[config.mk]
export PLATFORM = sky130hd
export DESIGN_NAME = ddl_word_loader
export DESIGN_NICKNAME = d
export VERILOG_FILES = /design/src/include/ddl_pkg.sv /design/src/rtl/ddl_word_loader.sv /design/src/rtl/ddl_pin_filter.sv
export SDC_FILE = /design/constraint.sdc
export NUM_CORES = 1
export LEC_CHECK = 0
export ABC_CLOCK_PERIOD_IN_PS = 2820
export BUFFER_PORTS_ARGS = -buffer_cell sky130_fd_sc_hd__buf_4
export CORE_ASPECT_RATIO = 1.2
export CORE_MARGIN = 4
export CORE_UTILIZATION = 30
export DETAILED_ROUTE_END_ITERATION = 16
export HOLD_SLACK_MARGIN = 0.02
export MAX_ROUTING_LAYER = met4
export PLACE_DENSITY_LB_ADDON = 0.25
export SYNTH_ARGS = -nofsm -noshare
export SYNTH_HDL_FRONTEND = slang
export SYNTH_SLANG_ARGS = --single-unit
[constraint.sdc]
create_clock -name CLK_SYS_IN -period 2.82 [get_ports CLK_SYS_IN]
set_clock_uncertainty 0.1 [all_clocks]
set_input_delay 0.141 -clock CLK_SYS_IN [delete_from_list [all_inputs] [get_ports CLK_SYS_IN]]
set_output_delay 0.141 -clock CLK_SYS_IN [all_outputs]
set_load 0.02 [all_outputs]
[src/include/ddl_pkg.sv]
/*
 * constants for the dual converter serial word loader: word layout,
 * target select codes, reference select codes and reset values.
 * assumes nothing of its surroundings; imported by scoped name only.
 */
`default_nettype none

package ddl_pkg;

   // =====================================================================
   // word layout
   // =====================================================================
   localparam int unsigned WORD_W      = 16;      // bits in one serial word
   localparam int unsigned CNT_W       = 5;       // counter wide enough for 16
   localparam logic [4:0]  WORD_BITS   = 5'h10;   // sixteen bits make a word
   localparam logic [4:0]  CNT_ZERO    = 5'h00;
   localparam int unsigned SEL_HI_POS  = 15;      // target_sel_hi
   localparam int unsigned FAST_POS    = 14;      // fast_mode_bit
   localparam int unsigned PDOWN_POS   = 13;      // powerdown_bit
   localparam int unsigned SEL_LO_POS  = 12;      // target_sel_lo
   localparam int unsigned DATA_MSB    = 11;      // top of the 12-bit data field
   localparam int unsigned CODE_W      = 10;      // converter code width
   localparam int unsigned CODE_LSB    = 2;       // lowest data bit used as code
   localparam int unsigned VREF_HI_POS = 1;       // vref_sel_hi
   localparam int unsigned VREF_LO_POS = 0;       // vref_sel_lo

   // =====================================================================
   // target select codes {target_sel_hi, target_sel_lo}
   // =====================================================================
   localparam logic [1:0] TSEL_B_AND_BUF = 2'h0;  // channel B and buffer
   localparam logic [1:0] TSEL_BUF_ONLY  = 2'h1;  // buffer only
   localparam logic [1:0] TSEL_A_LOAD_B  = 2'h2;  // channel A, B from buffer
   localparam logic [1:0] TSEL_CONTROL   = 2'h3;  // control latch

   // =====================================================================
   // reference select codes {vref_sel_hi, vref_sel_lo}
   // =====================================================================
   localparam logic [1:0] VREF_EXT0     = 2'h0;   // external
   localparam logic [1:0] VREF_INT_1V0  = 2'h1;   // internal 1.024 V
   localparam logic [1:0] VREF_INT_2V0  = 2'h2;   // internal 2.048 V
   localparam logic [1:0] VREF_EXT1     = 2'h3;   // external

   // =====================================================================
   // reset values
   // =====================================================================
   localparam logic [9:0]  CODE_RST  = 10'h000;
   localparam logic [15:0] WORD_RST  = 16'h0000;
   localparam logic [1:0]  VREF_RST  = 2'h0;

endpackage : ddl_pkg

`default_nettype wire

[src/rtl/ddl_word_loader.sv]
/*
 * serial word loader of a dual 10-bit converter: assembles 16-bit words from
 * the serial pins and moves them into the converter, buffer and control latches.
 * assumes asynchronous serial pins and several system clocks per serial phase.
 */
// Functional notes
// - after chip select falls, shift data in on serial clock falls, msb first
// - after sixteen bits or chip select rise, move the word to its latch
// - targets are channel A, channel B, buffer and control latches
// - reset clears every latch to zero
// - word is four program bits above a twelve-bit data field
// - converter code is data bits 11 to 2; bits 1 and 0 ignored
// - word bit 14 set selects fast mode, clear selects slow mode
// - word bit 13 set selects power-down, clear selects normal operation
// - data field is an unsigned code from 0x000 to 0xfff
// - latches update on the sixteenth rising serial clock edge
// - select bits 15,12: 00 B+buffer, 01 buffer, 10 A and B<-buffer, 11 control
// - control write: data bits 1,0 choose the reference source
// - outputs change on the serial clock rise after the last bit
`timescale 1ns/1ps
`default_nettype none

module ddl_word_loader (
   // system clock and reset
   input  wire logic       CLK_SYS_IN,
   input  wire logic       RST_IN,
   // serial pins from the host
   input  wire logic       CS_N_IN,
   input  wire logic       SCLK_IN,
   input  wire logic       DIN_IN,
   // converter latches
   output var  logic [9:0] CHANNEL_A_OUT,
   output var  logic [9:0] CHANNEL_B_OUT,
   output var  logic [9:0] BUFFER_CODE_OUT,
   // control latch and mode bits
   output var  logic       FAST_MODE_OUT,
   output var  logic       POWERDOWN_OUT,
   output var  logic [1:0] VREF_SEL_OUT,
   output var  logic       VREF_INTERNAL_OUT,
   // one-cycle pulse when a word lands in the latches
   output var  logic       UPDATE_OUT
);

   logic                      cs_n_level;
   logic                      sclk_level;
   logic                      din_level;
   logic                      cs_n_prev;
   logic                      sclk_prev;
   logic                      cs_fall;
   logic                      cs_rise;
   logic                      sclk_fall;
   logic                      sclk_rise;
   logic [ddl_pkg::WORD_W-1:0] shreg;
   logic [ddl_pkg::CNT_W-1:0]  bit_cnt;
   logic                      word_done;
   logic                      pending;
   logic                      commit;
   logic                      shift_en;
   logic [1:0]                tsel;
   logic [9:0]                code;

   // =====================================================================
   // pin synchronisers
   // =====================================================================
   ddl_pin_filter #(.RESET_LEVEL(1'b1)) u_cs_filter (
      .clk_in    (CLK_SYS_IN),
      .rst_in    (RST_IN),
      .pin_in    (CS_N_IN),
      .level_out (cs_n_level)
   );
   ddl_pin_filter #(.RESET_LEVEL(1'b0)) u_sclk_filter (
      .clk_in    (CLK_SYS_IN),
      .rst_in    (RST_IN),
      .pin_in    (SCLK_IN),
      .level_out (sclk_level)
   );
   ddl_pin_filter #(.RESET_LEVEL(1'b0)) u_din_filter (
      .clk_in    (CLK_SYS_IN),
      .rst_in    (RST_IN),
      .pin_in    (DIN_IN),
      .level_out (din_level)
   );

   // =====================================================================
   // edge detection on filtered levels
   // =====================================================================
   always_ff @(posedge CLK_SYS_IN or posedge RST_IN)
   begin
      if (RST_IN)
      begin
         cs_n_prev <= 1'b1;
         sclk_prev <= 1'b0;
      end
      else
      begin
         cs_n_prev <= cs_n_level;
         sclk_prev <= sclk_level;
      end
   end

   // edge strobes; serial edges count only while selected
   assign cs_fall   = cs_n_prev & ~cs_n_level;
   assign cs_rise   = ~cs_n_prev & cs_n_level;
   assign sclk_fall = sclk_prev & ~sclk_level & ~cs_n_level;
   assign sclk_rise = ~sclk_prev & sclk_level & ~cs_n_level;
   assign shift_en  = sclk_fall & ~word_done & ~cs_fall;

   // =====================================================================
   // shift register and bit counter
   // =====================================================================
   always_ff @(posedge CLK_SYS_IN or posedge RST_IN)
   begin
      if (RST_IN)
         shreg <= ddl_pkg::WORD_RST;
      else if (cs_fall)
         shreg <= ddl_pkg::WORD_RST;
      else if (shift_en)
         shreg <= {shreg[ddl_pkg::WORD_W-2:0], din_level};
   end

   // count bits; a new selection restarts the word, a full count stops shifting
   always_ff @(posedge CLK_SYS_IN or posedge RST_IN)
   begin
      if (RST_IN)
         bit_cnt <= ddl_pkg::CNT_ZERO;
      else if (cs_fall)
         bit_cnt <= ddl_pkg::CNT_ZERO;
      else if (shift_en)
         bit_cnt <= bit_cnt + 5'h01;
   end
   assign word_done = (bit_cnt == ddl_pkg::WORD_BITS);

   // =====================================================================
   // transfer timing
   // =====================================================================
   // a full word waits for the next serial rise or the end of selection
   always_ff @(posedge CLK_SYS_IN or posedge RST_IN)
   begin
      if (RST_IN)
         pending <= 1'b0;
      else if (cs_fall || commit)
         pending <= 1'b0;
      else if (shift_en && (bit_cnt + 5'h01) == ddl_pkg::WORD_BITS)
         pending <= 1'b1;
   end

   // full word on serial rise or deselect; partial word on deselect
   assign commit = (pending & (sclk_rise | cs_rise))
                 | (cs_rise & ~word_done & (bit_cnt != ddl_pkg::CNT_ZERO));

   // field decode of the assembled word
   assign tsel = {shreg[ddl_pkg::SEL_HI_POS], shreg[ddl_pkg::SEL_LO_POS]};
   assign code = shreg[ddl_pkg::DATA_MSB:ddl_pkg::CODE_LSB];

   // =====================================================================
   // converter latches
   // =====================================================================
   always_ff @(posedge CLK_SYS_IN or posedge RST_IN)
   begin
      if (RST_IN)
      begin
         CHANNEL_A_OUT   <= ddl_pkg::CODE_RST;
         CHANNEL_B_OUT   <= ddl_pkg::CODE_RST;
         BUFFER_CODE_OUT <= ddl_pkg::CODE_RST;
      end
      else if (commit)
      begin
         case (tsel)
            ddl_pkg::TSEL_B_AND_BUF:
            begin
               CHANNEL_B_OUT   <= code;
               BUFFER_CODE_OUT <= code;
            end
            ddl_pkg::TSEL_BUF_ONLY:
               BUFFER_CODE_OUT <= code;
            ddl_pkg::TSEL_A_LOAD_B:
            begin
               CHANNEL_A_OUT <= code;
               CHANNEL_B_OUT <= BUFFER_CODE_OUT;
            end
            default:
               CHANNEL_A_OUT <= CHANNEL_A_OUT;              // control write
         endcase
      end
   end

   // =====================================================================
   // control latch and mode bits
   // =====================================================================
   always_ff @(posedge CLK_SYS_IN or posedge RST_IN)
   begin
      if (RST_IN)
      begin
         FAST_MODE_OUT     <= 1'b0;
         POWERDOWN_OUT     <= 1'b0;
         VREF_SEL_OUT      <= ddl_pkg::VREF_RST;
         VREF_INTERNAL_OUT <= 1'b0;
      end
      else if (commit)
      begin
         FAST_MODE_OUT <= shreg[ddl_pkg::FAST_POS];
         POWERDOWN_OUT <= shreg[ddl_pkg::PDOWN_POS];
         if (tsel == ddl_pkg::TSEL_CONTROL)
         begin
            VREF_SEL_OUT <= shreg[ddl_pkg::VREF_HI_POS:ddl_pkg::VREF_LO_POS];
            // internal reference exactly when the two select bits differ
            VREF_INTERNAL_OUT <= shreg[ddl_pkg::VREF_HI_POS] ^ shreg[ddl_pkg::VREF_LO_POS];
         end
      end
   end

   // update strobe, rising with the latch write, one cycle after commit
   always_ff @(posedge CLK_SYS_IN or posedge RST_IN)
   begin
      if (RST_IN)
         UPDATE_OUT <= 1'b0;
      else
         UPDATE_OUT <= commit;
   end

   // =====================================================================
   // assertions
   // =====================================================================
   property p_shift_msb_first;
      @(posedge CLK_SYS_IN) disable iff (RST_IN)
      shift_en |=> (shreg[0] == $past(din_level)) && (shreg[15:1] == $past(shreg[14:0]));
   endproperty
   a_shift_msb_first: assert property (p_shift_msb_first)
      else $error("serial bit not shifted in msb first");
   property p_restart_on_select;
      @(posedge CLK_SYS_IN) disable iff (RST_IN)
      cs_fall |=> (bit_cnt == ddl_pkg::CNT_ZERO) && !word_done && !pending
                  && (shreg == ddl_pkg::WORD_RST);
   endproperty
   a_restart_on_select: assert property (p_restart_on_select)
      else $error("chip select fall did not restart the word");
   property p_sixteenth_bit_pends;
      @(posedge CLK_SYS_IN) disable iff (RST_IN)
      (shift_en && bit_cnt == 5'h0f) |=> (pending && word_done);
   endproperty
   a_sixteenth_bit_pends: assert property (p_sixteenth_bit_pends)
      else $error("sixteenth bit did not complete the word");
   property p_rise_commits;
      @(posedge CLK_SYS_IN) disable iff (RST_IN)
      (pending && sclk_rise && !cs_fall) |-> commit ##1 UPDATE_OUT;
   endproperty
   a_rise_commits: assert property (p_rise_commits)
      else $error("complete word not committed on serial clock rise");
   property p_a_load_b;
      @(posedge CLK_SYS_IN) disable iff (RST_IN)
      (commit && tsel == ddl_pkg::TSEL_A_LOAD_B) |=>
         (CHANNEL_A_OUT == $past(code)) && (CHANNEL_B_OUT == $past(BUFFER_CODE_OUT));
   endproperty
   a_a_load_b: assert property (p_a_load_b)
      else $error("channel A write did not move buffer to channel B");
   property p_b_and_buffer;
      @(posedge CLK_SYS_IN) disable iff (RST_IN)
      (commit && tsel == ddl_pkg::TSEL_B_AND_BUF) |=>
         (CHANNEL_B_OUT == $past(code)) && (BUFFER_CODE_OUT == $past(code))
         && $stable(CHANNEL_A_OUT);
   endproperty
   a_b_and_buffer: assert property (p_b_and_buffer)
      else $error("channel B and buffer write wrong");
   property p_control_vref;
      @(posedge CLK_SYS_IN) disable iff (RST_IN)
      (commit && tsel == ddl_pkg::TSEL_CONTROL) |=>
         (VREF_SEL_OUT == $past(shreg[1:0])) && $stable(CHANNEL_A_OUT)
         && $stable(CHANNEL_B_OUT) && $stable(BUFFER_CODE_OUT);
   endproperty
   a_control_vref: assert property (p_control_vref)
      else $error("control write did not set the reference select");
   property p_mode_bits;
      @(posedge CLK_SYS_IN) disable iff (RST_IN)
      commit |=> (FAST_MODE_OUT == $past(shreg[14])) && (POWERDOWN_OUT == $past(shreg[13]));
   endproperty
   a_mode_bits: assert property (p_mode_bits)
      else $error("speed or power-down not taken from the word");
   property p_no_update_without_commit;
      @(posedge CLK_SYS_IN) disable iff (RST_IN)
      !commit |=> !UPDATE_OUT && $stable(CHANNEL_A_OUT) && $stable(POWERDOWN_OUT);
   endproperty
   a_no_update_without_commit: assert property (p_no_update_without_commit)
      else $error("latch changed without a committed word");
   property p_reset_clears;
      @(posedge CLK_SYS_IN)
      $fell(RST_IN) |-> (CHANNEL_A_OUT == ddl_pkg::CODE_RST)
         && (CHANNEL_B_OUT == ddl_pkg::CODE_RST) && !FAST_MODE_OUT && !POWERDOWN_OUT;
   endproperty
   a_reset_clears: assert property (p_reset_clears)
      else $error("latches not zero after reset");

endmodule : ddl_word_loader

`default_nettype wire

[src/rtl/ddl_pin_filter.sv]
/*
 * three-stage pin synchroniser with agreement filter.
 * assumes an asynchronous input and an asynchronous active-high reset.
 */
`timescale 1ns/1ps
`default_nettype none

module ddl_pin_filter #(
   parameter logic RESET_LEVEL = 1'b0
) (
   // clock and reset
   input  wire logic clk_in,
   input  wire logic rst_in,
   // pin and filtered level
   input  wire logic pin_in,
   output var  logic level_out
);

   logic stage1;
   logic stage2;
   logic stage3;

   // =====================================================================
   // synchroniser chain; stage1 feeds only stage2
   // =====================================================================
   always_ff @(posedge clk_in or posedge rst_in)
   begin
      if (rst_in)
      begin
         stage1 <= RESET_LEVEL;
         stage2 <= RESET_LEVEL;
         stage3 <= RESET_LEVEL;
      end
      else
      begin
         stage1 <= pin_in;
         stage2 <= stage1;
         stage3 <= stage2;
      end
   end

   // level changes only once the last two stages agree
   always_ff @(posedge clk_in or posedge rst_in)
   begin
      if (rst_in)
         level_out <= RESET_LEVEL;
      else if (stage2 == stage3)
         level_out <= stage3;
   end

endmodule : ddl_pin_filter

`default_nettype wire

==> flow_summary.toml, run 1 <==
[critical_path]
crit_path_max_fanout = 10
path_class = "reg2reg"
worstSetupStartpointType = "flop"
endpoint_kind = "flop"
regToRegEndpoint = "BUFFER_CODE_OUT[9]"
cp-endpoint = "BUFFER_CODE_OUT[9]"
startpoint = "bit_cnt[0]"
reg2reg_depth = 6
r2r_slack_ns = 0.69
r2r-start = "bit_cnt[0]"
arrival_ns = 2.24
cp.required_ns = 2.93

[global_route]
grt_pass1_wl_microns = 9440
grt_max_degree = 73
overflow = 0
grt_pass1_vias = 1790
grt_usage = 0.110
antenna_found_initial = 0

[floorplanning]
io_pins = 41
core_sq_mm = 0.00952
rows = 39
initial_core_util = 0.308
dieArea_sq_mm = 0.0114
dieWidth_microns = 98.3
die_h_microns = 116

[sta]
rsz0062_at_grt = "no"
fin_crit_sh = 0.755
fmax_mhz = 469
finalCriticalPeriod_ns = 2.13
finalMaxSlewViolations = 0
tightest_slew_ns = 0.526
slew_headroom = 0.648
hold_viol_final = 0
setup_tns_ns = 0
setup_viol = 0

[logic_synthesis]
synth_area_leaders = "dfrtp_1 (57%), mux2_2 (6.1%), a22o_1 (5.4%), mux2_4 (5.1%), dfstp_2 (4.5%)"
yosysWarnings = 0
synth-edff-count = 0
ys_ff_latch = 72
synth_nets = 209
synth_top_cell_by_area = "dfrtp_1"
async_flop_share = 1.00
synth_most_common_cell = "dfrtp_1"
yosys.area_share.simple = 0.0742
netlist.area_leader.share = 0.571
synth_cells = 201
synth-xor-area-share = 0.00896
synth_top_family_by_area = "multiplexers"
synthDistinctLibCells = 37
avgSynthCellArea_sq_um = 14.6
post_synth_fa_ha_maj_area_fraction = 0.0230
syn_area_sq_mm = 0.00293
muxShareOfSynthArea = 0.150
synth_compound_area_frac = 0.0981
synthFlopType = "dfrtp_1"
ys_seq_area_frac = 0.616
synth_common_cells = "dfrtp_1 (67), a22o_1 (18), mux2_2 (16)"

[power]
power.density_mw_per_mm2 = 736
p_comb_frac = 0.152
seq_power_share = 0.436
power.internal_mw = 2.00
vdd.ir_drop.worst_uv = 319
p_leak_nw = 1.76
p_switching_uw = 729
pwr-share-clk = 0.411
p_sw_frac = 0.267

[route]
remaining_drc_errors = 0
drt-initial-drc-count = 95
drt-total-wl_microns = 5690
dr.pass1.iters = 4
vias_per_cell = 4.67
antenna_left = 0
via_count = 1771
routedWlPerCell_microns = 15.0

[clock_tree]
insertion_delay_ns = 0.33
clock_path_buffers = 2
clk_pin_slew_ns = 0.06
cts_tree = "built"
cts_num_sinks = 72
cts_root_buf = "clkbuf_16"
cts-buffers-inserted = 9
cts_max_level = 3
postCtsResizedCells = 0

[cells_and_area]
fillers = 918
diodes = 0
drive_above_1_share = 0.395
syn2layout_area_growth_pct = 26.4
nNetsFinal = 259
finish.utilization = 0.390

[min_path]
hold_class = "reg2reg"

[placement]
hpwl_microns = 3600
port_buffers = 40
finalWeightedCongestion = 0.716

[status]
status = "finished clean"

[run]
cap_violations = 0
power groups by stage:
| stage | registers [mW] | clock network (mW) | logic (mW) |
|---|---|---|---|
| CTS | 1.19 | 1.15 | 0.424 |
| global placement | 1.21 | 0 | 0.412 |
| finish | 1.19 | 1.12 | 0.416 |
| floorplan | 1.29 | 0 | 0.161 |
| detailed placement | 1.21 | 0 | 0.417 |
| global route | 1.21 | 1.20 | 0.446 |
critical path, stage by stage, from the launching register on:
cell	delay (ns)
dfrtp_1	0.41
inv_1	0.08
ha_1	0.24
nor4b_4	0.15
a21oi_4	0.23
nor2b_4	0.47
mux2_4	0.34
sequential cells by signal (all words and copies together), names as in the netlist, 2 cells and up:
signal	count
CHANNEL_A_OUT	10
CHANNEL_B_OUT	10
BUFFER_CODE_OUT	10
VREF_SEL_OUT	2
bit_cnt	5
shreg	16
worst min path at each step:
stage / startpoint / slack, ns / endpoint / cells past startpoint
finish: u_din_filter.stage1 / 0.25 / u_din_filter.stage2 / 0
global route: u_din_filter.stage1 / 0.26 / u_din_filter.stage2 / 0
CTS: u_din_filter.stage1 / 0.25 / u_din_filter.stage2 / 0
detailed placement: CS_N_IN / 0.15 / u_cs_filter.stage1 / 1
global placement: CS_N_IN / 0.15 / u_cs_filter.stage1 / 1
floorplan: CS_N_IN / 0.05 / u_cs_filter.stage1 / 0
layout by cell type (no fill, tap or decap), types with 2 or more instances in the layout:
| master | synthesis | final |
|---|---|---|
| a21oi_1 | 12 | 12 |
| a22o_1 | 18 | 18 |
| buf_4 | 1 | 44 |
| clkbuf_16 | 0 | 9 |
| clkinv_2 | 0 | 3 |
| dfrtp_1 | 67 | 67 |
| dfstp_2 | 5 | 5 |
| dlygate4sd3_1 | 0 | 4 |
| ha_1 | 3 | 3 |
| inv_1 | 4 | 3 |
| inv_6 | 0 | 2 |
| maj3_1 | 3 | 3 |
| mux2_2 | 16 | 16 |
| mux2_4 | 10 | 10 |
| mux2i_1 | 11 | 11 |
| nand2_1 | 5 | 5 |
| nand2b_1 | 2 | 2 |
| nor2_1 | 12 | 12 |
| nor2b_4 | 2 | 2 |
| xor2_1 | 2 | 2 |
cell type report:
type | instances | area [sq um] | share of cell area
sequential | 72 | 1810 | 0.488
timing repair buffer | 49 | 390 | 0.105
multi-input combinational | 115 | 1040 | 0.282
clock buffer | 9 | 225 | 0.0607
tap | 123 | 154 | 0.0415
clock inverter | 7 | 70.1 | 0.0189
inverter | 4 | 15.0 | 0.00405
routing by layer:
metal,part of all wire,track usage
met1,0.46,0.137
met2,0.47,0.164
met3,0.045,0.0299
met4,0.023,0.0574
met5,0,-
per-stage QoR:
step	power (mW)	hold slack [ns]	instance area (sq um)	cells	setup slack (ns)
CTS	2.77	0.254	3710	379	0.682
detailed placement	1.63	0.150	3370	359	0.695
finish	2.73	0.251	3710	379	0.690
floorplan	1.45	0.0455	2930	201	0.762
global route	2.86	0.259	3710	379	0.584
global placement	1.62	0.149	3370	359	0.733
repair_timing:
action | 4_1_cts | 5_1_grt
hold buffers | 4 | 0
setup buffers | 0 | 0
endpoints found under the hold margin | 70 | 0
kinds of logic after synthesis:
family | Yosys count
mux | 37
fa+ha+maj | 6
buf+inv | 14
simple gates | 31
compound gates | 38
flops | 72
xor+xnor | 3
Note: power is estimated with default switching activity, not from simulation.
==> run 2: changes to the inputs <==
Settings changed: ABC_AREA set to 1, ABC_CLOCK_PERIOD_IN_PS 2820 to 1700.
Clock period 2.82 ns to 1.7 ns, I/O delays scaled along.
==> run 2 against run 1 <==
Effect of this change:
- sequential share of layout area is 4.4 points lower
- critical endpoint is now BUFFER_CODE_OUT[5]
- non-clock buffer count is 12 higher
- global-route usage rose by 0.63 points
- routed wire length up 13%
- flip-flop and latch count did not move
- cell count is 38% higher
- hold slack got worse by 0.0022 ns
- via count rose by 31%
- clock power increased by 93%
- final area rose by 10%
==> flow_summary.toml, run 2 <==
[logic_synthesis]
synth_top_family_by_area = "simple AND/OR/NAND/NOR gates"
synth_common_cells = "nand2_1 (82), dfrtp_1 (67), inv_1 (47)"
yosys.area_share.simple = 0.197
avgSynthCellArea_sq_um = 9.46
synth_top_cell_by_area = "dfrtp_1"
synth_compound_area_frac = 0.102
synth_nets = 338
synth_cells = 330
synthFlopType = "dfrtp_1"
ys_seq_area_frac = 0.579
synth_area_leaders = "dfrtp_1 (54%), nand2_1 (9.9%), inv_1 (5.6%), dfstp_2 (4.2%), o21ai_2 (3.1%)"
synthDistinctLibCells = 31
synth-edff-count = 0
ys_ff_latch = 72
syn_area_sq_mm = 0.00312
muxShareOfSynthArea = 0
async_flop_share = 1.00
netlist.area_leader.share = 0.537
synth-xor-area-share = 0.00561
post_synth_fa_ha_maj_area_fraction = 0.0216
synth_most_common_cell = "nand2_1"
yosysWarnings = 0

[floorplanning]
die_h_microns = 120
dieWidth_microns = 101
core_sq_mm = 0.0101
io_pins = 41
initial_core_util = 0.309
rows = 40
dieArea_sq_mm = 0.0121

[sta]
slew_headroom = 0.746
tightest_slew_ns = 0.381
finalMaxSlewViolations = 0
fin_crit_sh = 0.938
whs_ns = 0.249
fmax_mhz = 627
hold_viol_final = 0
setup_viol = 0
finalCriticalPeriod_ns = 1.59

[global_route]
overflow = 0
grt_pass1_vias = 2255
grt_max_degree = 73
grt_pass1_wl_microns = 11000
grt_usage = 0.116
antenna_found_initial = 0

[clock_tree]
cts_num_sinks = 72
insertion_delay_ns = 0.33
cts-buffers-inserted = 9
clk_pin_slew_ns = 0.06
cts_tree = "built"
cts_root_buf = "clkbuf_16"
cts_max_level = 3
clock_path_buffers = 2

[run]
cap_violations = 0

[critical_path]
slowest_stage = "dfstp_2"
cp.required_ns = 1.82
arrival_ns = 1.71
path_class = "reg2reg"
critPathTopFamily = "flip-flops"
crit_chain = "inv_4 > nor2_2 > nand2_2 > nand2_4 > nand2_8 > nor2_4 > clkbuf_16 > o21ai_2"
endpoint_kind = "flop"
crit_buf_inv = 2
worstSetupStartpointType = "flop"
crit_path_max_fanout = 10
worst_path_largest_cell_delay_ns = 0.57

[route]
via_count = 2319
routedWlPerCell_microns = 12.3
vias_per_cell = 4.44
drt-total-wl_microns = 6440
drt-initial-drc-count = 129
remaining_drc_errors = 0
antenna_left = 0
dr.pass1.iters = 4

[cells_and_area]
layout_common_cells = "nand2_1 (81), dfrtp_1 (67), buf_4 (53), inv_1 (46), o21ai_0 (19)"
syn2layout_area_growth_pct = 30.6
nNetsFinal = 399
fillers = 1026
drive_above_1_share = 0.275
regMostFlops = "shreg"
diodes = 0
finish.utilization = 0.403
final_common_cell = "nand2_1"
largest_reg_flops = 16

[placement]
port_buffers = 40
finalWeightedCongestion = 0.810
hpwl_microns = 4300

[status]
status = "finished clean"

[min_path]
hold_class = "reg2reg"

[power]
p_leak_nw = 2.11
power.density_mw_per_mm2 = 1080
vdd.ir_drop.worst_uv = 511
[run 2: changes by cell type after synthesis, sizes merged, moves of 3 or more]
cell / before / now
nand3: 1 / 20
inv: 4 / 50
o21ai: 2 / 38
nor2: 12 / 21
mux2i: 11 / 0
nor2b: 3 / 0
mux2: 26 / 0
nand2: 6 / 89
a22o: 18 / 0
[run 2: worst paths after layout]
path | start | end | slack [ns] | depth (start not counted)
max | u_cs_filter.level_out | BUFFER_CODE_OUT[5] | 0.11 | 8
min | u_din_filter.stage1 | u_din_filter.stage2 | 0.25 | 0
max reg2reg | u_cs_filter.level_out | BUFFER_CODE_OUT[5] | 0.11 | 8
min reg2reg | u_din_filter.stage1 | u_din_filter.stage2 | 0.25 | 0
max in group asynchronous | RST_IN | u_cs_filter.level_out | 0.87 | 4
min in group asynchronous | RST_IN | u_din_filter.stage1 | 0.30 | 4
[run 2: what timing repair did]
item / CTS / global route
resized for setup: 0 / 4
endpoints found under the hold margin: 70 / 0
setup buffers: 0 / 7
hold buffers: 4 / 0
setup endpoints to repair: 0 / 20
[run 2: cells by family after synthesis]
kind of cell | after synthesis
DFF | 72
adders and majority gates | 6
buffers and inverters | 62
AOI/OAI and AO/OA | 55
and+or+nand+nor | 133
xor gates and xnor gates | 2
[run 2: layout make-up]
cell class                 instances  area [sq um]  share of cell area
multi-input combinational        197          1040               0.256
clock inverter                     6           116              0.0285
sequential                        72          1810               0.443
clock buffer                      10           229              0.0562
tap                              126           158              0.0387
timing repair buffer              61           523               0.128
inverter                          50           201              0.0494
[run 2: routing by layer]
metal,global-route usage,part of all wire,vias up
met5,-,0,-
met4,0.0432,0.015,0
met3,0.0308,0.044,10
met2,0.167,0.46,42
met1,0.157,0.48,1107
li1,-,-,1160
[run 2: power by group]
group | switching [mW] | internal [mW] | leakage (nW) | total [mW]
registers | 0.0372 | 1.77 | 0.965 | 1.81
logic | 0.253 | 0.180 | 0.981 | 0.433
clock network | 0.720 | 1.44 | 0.167 | 2.16
total | 1.01 | 3.40 | 2.11 | 4.41
[run 2: through the flow]
step           setup TNS [ns]  worst slack (ns)  area, sq um  power, mW  std cells
2_1_floorplan               0             0.203         3130       2.11        330
3_3_place_gp                0             0.127         3590       2.21        493
3_5_place_dp                0             0.102         3590       2.22        493
4_1_cts                     0            0.0805         3970       4.40        513
5_1_grt              -0.00315          -0.00315         4080       4.60        522
6_report                    0             0.105         4080       4.41        522
